`config.mk`:
```
export PLATFORM = sky130hd
export DESIGN_NAME = key_event_queue_and_lock
export DESIGN_NICKNAME = d
export VERILOG_FILES = /design/src/verilog/keq_pkg.sv /design/src/verilog/keq_if.sv /design/src/verilog/event_fifo.sv /design/src/verilog/keylock_fsm.sv /design/src/verilog/key_event_queue_and_lock.sv
export VERILOG_INCLUDE_DIRS = /design/src /design/src/verilog
export SDC_FILE = /design/constraint.sdc
export NUM_CORES = 1
export LEC_CHECK = 0
export BUFFER_PORTS_ARGS = -buffer_cell sky130_fd_sc_hd__buf_2
export CORE_MARGIN = 8
export CORE_UTILIZATION = 50
export DETAILED_ROUTE_END_ITERATION = 10
export GPL_ROUTABILITY_DRIVEN = 0
export PLACE_DENSITY = 0.68
export SYNTH_ARGS = -nofsm -noshare
export SYNTH_HDL_FRONTEND = slang
export SYNTH_SLANG_ARGS = --single-unit
```
`constraint.sdc`:
```
create_clock -name i_mclk -period 6.8 [get_ports i_mclk]
set_input_delay 0.68 -clock i_mclk [delete_from_list [all_inputs] [get_ports i_mclk]]
set_output_delay 0.68 -clock i_mclk [all_outputs]
set_load 0.02 [all_outputs]
```
`src/verilog/keq_map.svh`:
```
// Purpose: Offsets, fields, resets and timing of the key event queue
// Assumes: 250 MHz core clock
// Notes: Definitions only
//
// Behaviour
// - Combo detect sets flag 4, W1C
// - Queue overflow sets flag 3, W1C
// - Unlock sequence sets flag 2, W1C
// - GP input event sets flag 1, W1C
// - Press or release sets flag 0, W1C
// - Enabled set flag drives host interrupt low
// - Combo flag drives its own pin
// - No clear while source still pending
// - Bit 6 write locks or unlocks keypad
// - Bits 5,4 report lock state
// - Bits 3:0 count queued events, 0..10
// - Queue holds ten one-byte entries
// - Head read pops, count minus one
// - Entry bits 6:0 carry key number
// - Entry bit 7 is press
// - Simultaneous presses queue separately, all interrupt
// - Key flag holds until queue empty
// - Empty head read returns zero
// - Nonzero window field enables keylock
// - Mask timer gives first-press key interrupt
// - Either timer expiry resets lock sequence
// - Overflow drops newest or overwrites oldest
// - Zero unlock key disables keylock
// - Reassert mode releases interrupt 50 us
`ifndef KEQ_MAP_SVH
`define KEQ_MAP_SVH
`define KEQ_ADDR_FLAGS 8'h02
`define KEQ_ADDR_LOCK 8'h03
`define KEQ_ADDR_HEAD 8'h04
`define KEQ_ADDR_TIMING 8'h0E
`define KEQ_FLAG_COMBO 4
`define KEQ_FLAG_OVF 3
`define KEQ_FLAG_LOCK 2
`define KEQ_FLAG_GPI 1
`define KEQ_FLAG_KEY 0
`define KEQ_LOCK_REQ_BIT 6
`define KEQ_CFG_OVW 5
`define KEQ_CFG_REASSERT 4
`define KEQ_QUEUE_DEPTH 10
`define KEQ_TIMING_RST 8'h00
`define KEQ_COMBO_K0 7'h01
`define KEQ_COMBO_K1 7'h0B
`define KEQ_COMBO_K2 7'h15
`define KEQ_CLK_MHZ 250
`define KEQ_REASSERT_US 50
`define KEQ_REASSERT_CYC (`KEQ_REASSERT_US * `KEQ_CLK_MHZ)
`define KEQ_SEC_S 1
`define KEQ_SEC_CYC (`KEQ_SEC_S * `KEQ_CLK_MHZ * 1000000)
`define KEQ_HOLD_W 16
`endif

```
`src/verilog/keq_pkg.sv`:
```
// Purpose: Shared types of the key event queue
// Assumes: Nothing
// Notes: Constants live in keq_map.svh
`default_nettype none
package keq_pkg;
  typedef logic [7:0] entry_t;
  typedef enum logic [0:0] {LK_IDLE = 1'b0, LK_WAIT2 = 1'b1} lock_state_t;
endpackage
`default_nettype wire

```
`src/verilog/keq_if.sv`:
```
// Purpose: Links between top, queue and keylock sequencer
// Assumes: All on i_mclk
// Notes: Pure wiring
`timescale 1ns/1ps
`default_nettype none
interface keq_if;
  import keq_pkg::*;
  logic push;
  entry_t push_data;
  logic pop;
  logic ovw_mode;
  logic [3:0] count;
  entry_t head;
  logic overflow;
  logic evt_valid;
  entry_t evt_code;
  logic lock_active;
  logic [7:0] timing;
  logic [6:0] key1;
  logic [6:0] key2;
  logic unlock_done;
  logic first_press;
  logic mid_seq;
  modport fifo (input push, push_data, pop, ovw_mode,
    output count, head, overflow);
  modport lock (input evt_valid, evt_code, lock_active, timing, key1, key2,
    output unlock_done, first_press, mid_seq);
endinterface
`default_nettype wire

```
`src/verilog/event_fifo.sv`:
```
// Purpose: Shift-register event queue, head at entry 0
// Assumes: One pop and one push per cycle at most
// Notes: Pop is applied before push
`timescale 1ns/1ps
`default_nettype none
`include "keq_map.svh"
module event_fifo
  import keq_pkg::*;
#(
  parameter int DEPTH = `KEQ_QUEUE_DEPTH
)
(
  input wire logic i_mclk,
  input wire logic i_rstn,
  keq_if.fifo f
);
  typedef struct packed {
    logic [DEPTH-1:0][7:0] mem;
    logic [3:0] count;
    logic ovf;
  } st_t;
  st_t q;
  st_t d;

  // ==========================================================
  // Queue update
  always_comb
  begin
    d = q;
    d.ovf = 1'b0;
    // Entries slide toward the head; vacated top reads zero
    if (f.pop && q.count != 4'h0)
    begin
      for (int i = 0; i < DEPTH - 1; i++)
        d.mem[i] = q.mem[i+1];
      d.mem[DEPTH-1] = 8'h00;
      d.count = q.count - 4'h1;
    end
    if (f.push)
    begin
      if (d.count == 4'(DEPTH))
      begin
        d.ovf = 1'b1;
        // Drop newest unless overwrite mode is on
        if (f.ovw_mode)
        begin
          for (int i = 0; i < DEPTH - 1; i++)
            d.mem[i] = d.mem[i+1];
          d.mem[DEPTH-1] = f.push_data;
        end
      end
      else
      begin
        d.mem[d.count] = f.push_data;
        d.count = d.count + 4'h1;
      end
    end
  end

  // ==========================================================
  // State register
  always_ff @(posedge i_mclk or negedge i_rstn)
  begin
    if (!i_rstn)
      q <= '0;
    else
      q <= d;
  end

  assign f.count = q.count;
  assign f.head = q.mem[0];
  assign f.overflow = q.ovf;
endmodule
`default_nettype wire

```
`src/verilog/keylock_fsm.sv`:
```
// Purpose: Unlock key sequencer with window and mask timers
// Assumes: Events arrive as single-cycle strobes
// Notes: Both timers share one seconds prescaler
`timescale 1ns/1ps
`default_nettype none
`include "keq_map.svh"
module keylock_fsm
  import keq_pkg::*;
#(
  parameter int SEC_CYCLES = `KEQ_SEC_CYC
)
(
  input wire logic i_mclk,
  input wire logic i_rstn,
  keq_if.lock l
);
  typedef struct packed {
    lock_state_t st;
    logic [27:0] pre;
    logic [2:0] secs;
    logic masking;
    logic [4:0] mask_secs;
    logic done;
    logic first;
  } st_t;
  st_t q;
  st_t d;
  logic tick;
  logic press;

  assign tick = q.pre == 28'(SEC_CYCLES - 1);
  assign press = l.evt_valid && l.evt_code[7] && l.lock_active;

  // ==========================================================
  // Sequencer and timers
  always_comb
  begin
    d = q;
    d.done = 1'b0;
    d.first = 1'b0;
    d.pre = tick ? 28'h0 : q.pre + 28'h1;
    // Mask timer; one-second granularity, may run short by <1 s
    if (q.masking && tick)
    begin
      d.mask_secs = q.mask_secs + 5'h1;
      if (d.mask_secs >= l.timing[7:3])
      begin
        d.masking = 1'b0;
        d.st = LK_IDLE;
      end
    end
    if (press && l.timing[7:3] != 5'h00 && !q.masking)
    begin
      d.first = 1'b1;
      d.masking = 1'b1;
      d.mask_secs = 5'h00;
    end
    case (q.st)
      LK_IDLE:
      begin
        if (press && l.evt_code[6:0] == l.key1)
        begin
          d.st = LK_WAIT2;
          d.secs = 3'h0;
          d.pre = 28'h0;
        end
      end
      LK_WAIT2:
      begin
        if (press)
        begin
          d.st = LK_IDLE;
          d.done = l.evt_code[6:0] == l.key2;
        end
        else if (tick)
        begin
          d.secs = q.secs + 3'h1;
          if (d.secs >= l.timing[2:0])
            d.st = LK_IDLE;
        end
      end
      default: d.st = LK_IDLE;
    endcase
    // Nothing to sequence while unlocked
    if (!l.lock_active)
    begin
      d.st = LK_IDLE;
      d.masking = 1'b0;
    end
  end

  // ==========================================================
  // State register
  always_ff @(posedge i_mclk or negedge i_rstn)
  begin
    if (!i_rstn)
      q <= '0;
    else
      q <= d;
  end

  assign l.unlock_done = q.done;
  assign l.first_press = q.first;
  assign l.mid_seq = q.st == LK_WAIT2;
endmodule
`default_nettype wire

```
`src/verilog/key_event_queue_and_lock.sv`:
```
// Purpose: Event flags, lock control, event queue and lock timing
// Assumes: Register strobes and scan events come from i_mclk logic
// Notes: Read data appears one cycle after i_reg_rd
`timescale 1ns/1ps
`default_nettype none
`include "keq_map.svh"
module key_event_queue_and_lock
  import keq_pkg::*;
#(
  parameter int REASSERT_CYCLES = `KEQ_REASSERT_CYC,
  parameter int SEC_CYCLES = `KEQ_SEC_CYC
)
(
  input wire logic i_mclk,
  input wire logic i_rstn,
  input wire logic [7:0] i_reg_addr,
  input wire logic i_reg_wr,
  input wire logic i_reg_rd,
  input wire logic [7:0] i_reg_wdata,
  output logic [7:0] o_reg_rdata,
  input wire logic i_evt_valid,
  input wire logic [7:0] i_evt_code,
  input wire logic i_gpi_event,
  input wire logic i_gpi_pending,
  input wire logic [7:0] i_cfg,
  input wire logic [7:0] i_unlock_key1,
  input wire logic [7:0] i_unlock_key2,
  output logic o_host_int_n,
  output logic o_host_int_oe,
  output logic o_combo_detect_n,
  output logic o_combo_detect_oe,
  output logic o_locked
);
  typedef struct packed {
    logic [4:0] flags;
    logic lock_req;
    logic [7:0] timing;
    logic [7:0] rdata;
    logic [2:0] combo;
    logic [`KEQ_HOLD_W-1:0] hold;
  } st_t;
  st_t q;
  st_t d;

  keq_if lk ();

  logic keys_ok;
  logic lock_active;
  logic wr_flags;
  logic [4:0] set_v;
  logic [4:0] clr_v;
  logic [4:0] pending;
  logic [2:0] combo_hit;

  // Matches a key number against the three combo keys
  function automatic logic [2:0] combo_match(input logic [6:0] key);
    combo_match = {key == `KEQ_COMBO_K2, key == `KEQ_COMBO_K1,
      key == `KEQ_COMBO_K0};
  endfunction

  // ==========================================================
  // Keylock qualification
  assign keys_ok = i_unlock_key1[6:0] != 7'h00 &&
    i_unlock_key2[6:0] != 7'h00;
  assign lock_active = q.lock_req && keys_ok &&
    q.timing[2:0] != 3'h0;

  // Locked keypad diverts events to the sequencer, not the queue
  assign lk.push = i_evt_valid && !lock_active;
  assign lk.push_data = i_evt_code;
  assign lk.pop = i_reg_rd && i_reg_addr == `KEQ_ADDR_HEAD;
  assign lk.ovw_mode = i_cfg[`KEQ_CFG_OVW];
  assign lk.evt_valid = i_evt_valid;
  assign lk.evt_code = i_evt_code;
  assign lk.lock_active = lock_active;
  assign lk.timing = q.timing;
  assign lk.key1 = i_unlock_key1[6:0];
  assign lk.key2 = i_unlock_key2[6:0];

  event_fifo #(
    .DEPTH(`KEQ_QUEUE_DEPTH)
  ) u_fifo (
    .i_mclk(i_mclk),
    .i_rstn(i_rstn),
    .f(lk.fifo)
  );

  keylock_fsm #(
    .SEC_CYCLES(SEC_CYCLES)
  ) u_lock (
    .i_mclk(i_mclk),
    .i_rstn(i_rstn),
    .l(lk.lock)
  );

  // ==========================================================
  // Flag sources, clear qualifiers
  assign combo_hit = combo_match(i_evt_code[6:0]);
  assign wr_flags = i_reg_wr && i_reg_addr == `KEQ_ADDR_FLAGS;
  // Sources still holding data keep their flag up
  assign pending = {3'b000, i_gpi_pending, lk.count != 4'h0};
  assign clr_v = wr_flags ? (i_reg_wdata[4:0] & ~pending) : 5'h00;

  always_comb
  begin
    set_v = 5'h00;
    set_v[`KEQ_FLAG_KEY] = lk.push || lk.first_press;
    set_v[`KEQ_FLAG_GPI] = i_gpi_event;
    set_v[`KEQ_FLAG_LOCK] = lk.unlock_done;
    set_v[`KEQ_FLAG_OVF] = lk.overflow;
    // Combo fires on the press that completes all three keys
    set_v[`KEQ_FLAG_COMBO] = i_evt_valid && i_evt_code[7] &&
      combo_hit != 3'b000 && ((q.combo | combo_hit) == 3'b111) &&
      q.combo != 3'b111;
  end

  // ==========================================================
  // Register state update
  always_comb
  begin
    d = q;
    // Set wins over a same-cycle clear
    d.flags = (q.flags & ~clr_v) | set_v;
    // Track held combo keys
    if (i_evt_valid)
    begin
      if (i_evt_code[7])
        d.combo = q.combo | combo_hit;
      else
        d.combo = q.combo & ~combo_hit;
    end
    // Reassert window after a refused clear
    if (q.hold != '0)
      d.hold = q.hold - `KEQ_HOLD_W'(1);
    if (wr_flags && i_cfg[`KEQ_CFG_REASSERT] &&
      (i_reg_wdata[4:0] & pending & q.flags) != 5'h00)
      d.hold = `KEQ_HOLD_W'(REASSERT_CYCLES);
    // Host writes
    if (i_reg_wr)
    begin
      if (i_reg_addr == `KEQ_ADDR_LOCK)
        d.lock_req = i_reg_wdata[`KEQ_LOCK_REQ_BIT];
      else if (i_reg_addr == `KEQ_ADDR_TIMING)
        d.timing = i_reg_wdata;
    end
    // Correct unlock sequence releases the lock
    if (lk.unlock_done)
      d.lock_req = 1'b0;
    // Host reads, registered
    if (i_reg_rd)
    begin
      if (i_reg_addr == `KEQ_ADDR_FLAGS)
        d.rdata = {3'b000, q.flags};
      else if (i_reg_addr == `KEQ_ADDR_LOCK)
        d.rdata = {1'b0, q.lock_req, lock_active,
          lock_active && !lk.mid_seq, lk.count};
      else if (i_reg_addr == `KEQ_ADDR_HEAD)
        d.rdata = lk.head;
      else if (i_reg_addr == `KEQ_ADDR_TIMING)
        d.rdata = q.timing;
      else
        d.rdata = 8'h00;
    end
  end

  // ==========================================================
  // State register
  always_ff @(posedge i_mclk or negedge i_rstn)
  begin
    if (!i_rstn)
    begin
      q <= '0;
      q.timing <= `KEQ_TIMING_RST;
    end
    else
      q <= d;
  end

  // ==========================================================
  // Pins; open drain, enable high pulls low
  assign o_host_int_oe = ((q.flags[3:0] & i_cfg[3:0]) != 4'h0) &&
    q.hold == '0;
  assign o_host_int_n = !o_host_int_oe;
  assign o_combo_detect_oe = q.flags[`KEQ_FLAG_COMBO];
  assign o_combo_detect_n = !o_combo_detect_oe;
  assign o_reg_rdata = q.rdata;
  assign o_locked = lock_active;
endmodule
`default_nettype wire

```
# Word level (Yosys, flattened, before mapping)
# Index checks and enable logic that the tools add are counted.
# totals
ff_bits,166
# classes
n_addsub,6
magnitude_cmp,4
eq_ne,18
mux,42
n_bitwise,13
n_reduce_logical,45
# op_table
operator,count
80-bit 2-to-1 mux,2
85-bit 2-to-1 mux,1
84-bit 2-to-1 mux,1
80-bit bitwise mux,1
28-bit 2-to-1 mux,2
8-bit 2-to-1 mux,7
8-bit demux with 4-bit select,1
16-bit 2-to-1 mux,2
32-bit 2-to-1 mux,1
"28-bit by 1-bit adder with 28-bit output, second input constant",1
"28-bit == test, second input constant",1
1-bit logical AND,21
"8-bit by 2-bit == test with 1-bit output, second input constant",2
16-bit logical NOT,1
16-bit nonzero test,1
"16-bit by 1-bit subtractor with 16-bit output, second input constant",1
5-bit AND,3
7-bit == test,2
1-bit 2-to-1 mux,14
7-bit nonzero test,2
6-bit 2-to-1 mux,2
5-bit nonzero test,2
3-bit 2-to-1 mux,3
9-bit 2-to-1 mux,1
39 further kinds,53

# Logic depth before layout (Yosys ltp)
# logic_depth
depth_word,11
depth_mapped,15

# Cells and area by module
# From an unflattened synthesis, not the netlist that was laid out.
# unflattened
hier_cells,1389
area_unflattened_um2,12416.9
# modules_own_cells
mod,n_inst,cells_per_inst,area_each_um2,seq_area_each_um2
event_fifo,1,890,7589.8,2127.0
keylock_fsm,1,251,2466.1,1001.0
key_event_queue_and_lock,1,248,2361.0,1026.0

# Least setup slack after synthesis
# No wires, ideal clock.
# synth_path
path_type,input to register
startpoint,input port i_reg_addr[5]
endpoint,register u_fifo.q[55] (netlist bit)
arrival_time_ps,3167
setup_slack_ps,3487
cell_stages,11
cell_sequence,nor4_4 nand4_1 buf_4 xnor2_1 ha_1 clkbuf_1 o211ai_1 buf_2 or3_1 a21oi_1 a221oi_1
# synth_lines
item,line_no,rtl
from (decl),key_event_queue_and_lock.sv:16,"input wire logic [7:0] i_reg_addr,"
to (signal assigned),event_fifo.sv:65,q <= '0;
to (signal assigned),event_fifo.sv:67,q <= d;
to (decl),event_fifo.sv:22,st_t q;

==> qor.yml <==
hold_viol_final: 0
die-area_um2: 24950
yosys.area.top_type_share_pct: 41.22
diodes: 0
grt_pass1_vias: 7838
setup_tns_ns: 0
path_class: "reg -> reg"
worst_setup_path_start_kind: "register"
leakagePower_nw: 5.089
yosysUniqueCellTypes: 71
utilization_pct: 55.31
synthCells: 1007
power.density_nw_per_um2: 333.7
rr_endpoint: "u_fifo.f.head[3]"
antenna_left: 0
syn_area_per_cell_um2: 10.01
via_count: 7896
dpl_worst_slack_ns: 2.789
timing.fmax_mhz: 261.7
grt_max_degree: 108
mappedNetlistArea_um2: 10080
drt_iter0_drc: 712
cp-end-kind: "register"
startpoint: "u_fifo.f.count[0]"
ctsResizeCount: 0
via_per_inst: 6.014
r2r_start: "u_fifo.f.count[0]"
synth_ff_type: "dfrtp_1"
grt_antenna_before_repair: 0
totalPowerFinal_w: 0.003698
layout-drive-gt1-share_pct: 15.24
rows: 52
final_nets: 1102
htreeDepth: 4
grt_overflow_total: 0
pin_count: 68
r2r_slack_ns: 2.98
synth_area_leader_cell: "dfrtp_1"
cts.sinks: 166
cp_data_required_time_ns: 7.05
core-area_um2: 20040
ir_worst_vdd_uv: 177.7
status: "finished clean"
dieHeight_um: 158.0
async_flop_share_pct: 100.0
clockBufferDepth: 2
path_clk_slew_ns: 0.08
ys_top_cells_by_count: "dfrtp_1 (166), mux2i_1 (124), nand2_1 (70)"
root_buffer: "clkbuf_16"
area_delta_synth_final_pct: 9.982
dp_hpwl_mm: 16.91
timing.final.ws_setup_ns: 2.979
crit_chain: "inv_1 > ha_1 > or3b_2 > nand4_1 > buf_4 > xnor2_1 > ha_1 > nand3_2 > buf_4 > o22ai_1 > a22oi_1"
synth.net_count: 1079
insertion_delay_ns: 0.43
drtPass1Iterations: 6
slowest_stage: "ha_1"
numCtsBuffers: 17
crit_fanout: 32
maxCapViolations: 0
cts_tree: "built"
rsz0062_at_grt: "false"
numPortBuffers: 63
path_delay_family: "simple AND/OR/NAND/NOR gates"
rr_worst_depth: 11
start_util_pct: 50.29
ys_seq_area_share_pct: 41.22
setup_viol: 0
post_cts_buffers: 0
synth_most_common_cell: "dfrtp_1"
grt_first_pass_wirelength_mm: 40.93
wl_per_cell_um: 19.15
ys_warn_count: 0
min_path_type: "in -> async"
synth_seq_cells: 166
wl_mm: 25.15
drc: 0
fin_crit_ns: 3.821
die_w_um: 158.0
finalCritPeriodShare_pct: 56.19
yosys-top-cells-area: "dfrtp_1 (41%), mux2i_1 (12%), a22oi_1 (4.0%)"
finalMaxSlewViolations: 0
postCtsHoldBufs: 0
max_stage_delay_ns: 0.50
cp.buffers_inverters: 3
synth_edf_count: 0
grt.total_usage_pct: 20.36
worstMarginPinSlew_ns: 1.159
fin_worst_skew_ns: 0.01289
worst_slew_margin_rel_pct: 22.72
arrival_ns: 4.07
-- area by class of cell --
cell class | instances | area, um2
Clock buffer | 17 | 425.4
Clock inverter | 15 | 197.7
Fill cell | 1812 | 8956
Inverter | 38 | 142.6
Multi-Input combinational cell | 733 | 5419
Sequential cell | 166 | 4154
Tap cell | 270 | 337.8
Timing Repair Buffer | 74 | 406.6
-- power by group --
part | switching, W | total [W] | internal (W)
combinational | 0.000708 | 0.00123 | 0.000518
clock | 0.000483 | 0.00102 | 0.000536
sequential | 0.000196 | 0.00145 | 0.00126
total | 0.00139 | 0.00370 | 0.00231
-- worst register-to-register path, stage by stage (launching register included) --
cell     delay (ns)
dfrtp_1        0.41
inv_1          0.10
ha_1           0.19
or3b_2         0.48
nand4_1        0.12
buf_4          0.29
xnor2_1        0.30
ha_1           0.50
nand3_2        0.50
buf_4          0.46
o22ai_1        0.19
a22oi_1        0.11
-- cells by family after synthesis --
logic type               Yosys count  share of synthesized area [%]
AO/OA/AOI/OAI                    230                          16.20
XOR/XNOR                          64                          5.712
adder cells (fa/ha/maj)           17                          2.111
buffers and inverters            108                          5.066
flip-flops                       166                          41.22
multiplexers                     148                          15.04
AND/OR/NAND/NOR                  274                          14.65
-- layer usage --
| layer | wire (um) | track usage, % |
|---|---|---|
| met1 | 11930 | 28.27 |
| met2 | 11870 | 32.62 |
| met3 | 1107 | 3.303 |
| met4 | 251 | 4.939 |
| met5 | 0 | 0 |
-- layout by cell type, fill, tap and decap left out, drive strengths merged, types with 10 or more instances in the layout --
cell / netlist / layout
a222oi: 11 / 11
dfrtp: 166 / 166
o21ai: 29 / 29
mux2: 24 / 24
nand3: 32 / 32
nor4: 13 / 13
nand4: 12 / 12
ha: 17 / 17
clkbuf: 26 / 17
a22oi: 54 / 54
xor2: 35 / 35
buf: 44 / 74
o22ai: 49 / 49
a21oi: 20 / 20
nor2: 70 / 70
xnor2: 29 / 29
a21o: 10 / 10
or3: 11 / 11
mux2i: 124 / 124
nand2: 70 / 70
nor3: 18 / 18
a31oi: 18 / 18
inv: 38 / 47
-- per-stage QoR --
step                cell area [um2]  hold WS (ns)  instances
CTS                           11080        0.4184       1313
detailed placement            10460        0.4458       1281
global placement              10460        0.4441       1281
floorplan                     10080        0.3844       1007
global route                  11080        0.4165       1313
finish                        11080        0.3377       1313
-- worst max-delay path by stage --
stage / endpoint / cells past startpoint
2_1_floorplan: u_fifo.q[55] / 11
3_3_place_gp: u_fifo.f.head[7] / 10
3_5_place_dp: u_fifo.f.head[7] / 10
4_1_cts: u_fifo.f.head[7] / 11
5_1_grt: u_fifo.f.head[7] / 11
6_report: u_fifo.f.head[3] / 11
-- state kept, by name, summed over array words and instances, names as in the netlist, named ones only --
signal,count
o_reg_rdata,8
u_fifo.f.head,8
u_lock.l.first_press,1
u_lock.l.unlock_done,1
lk.timing,8
u_fifo.f.count,4
u_lock.q,37
q,21
u_lock.l.mid_seq,1
u_fifo.q,72
o_combo_detect_oe,1
u_fifo.f.overflow,1
Power figures use the tool's default switching activity.
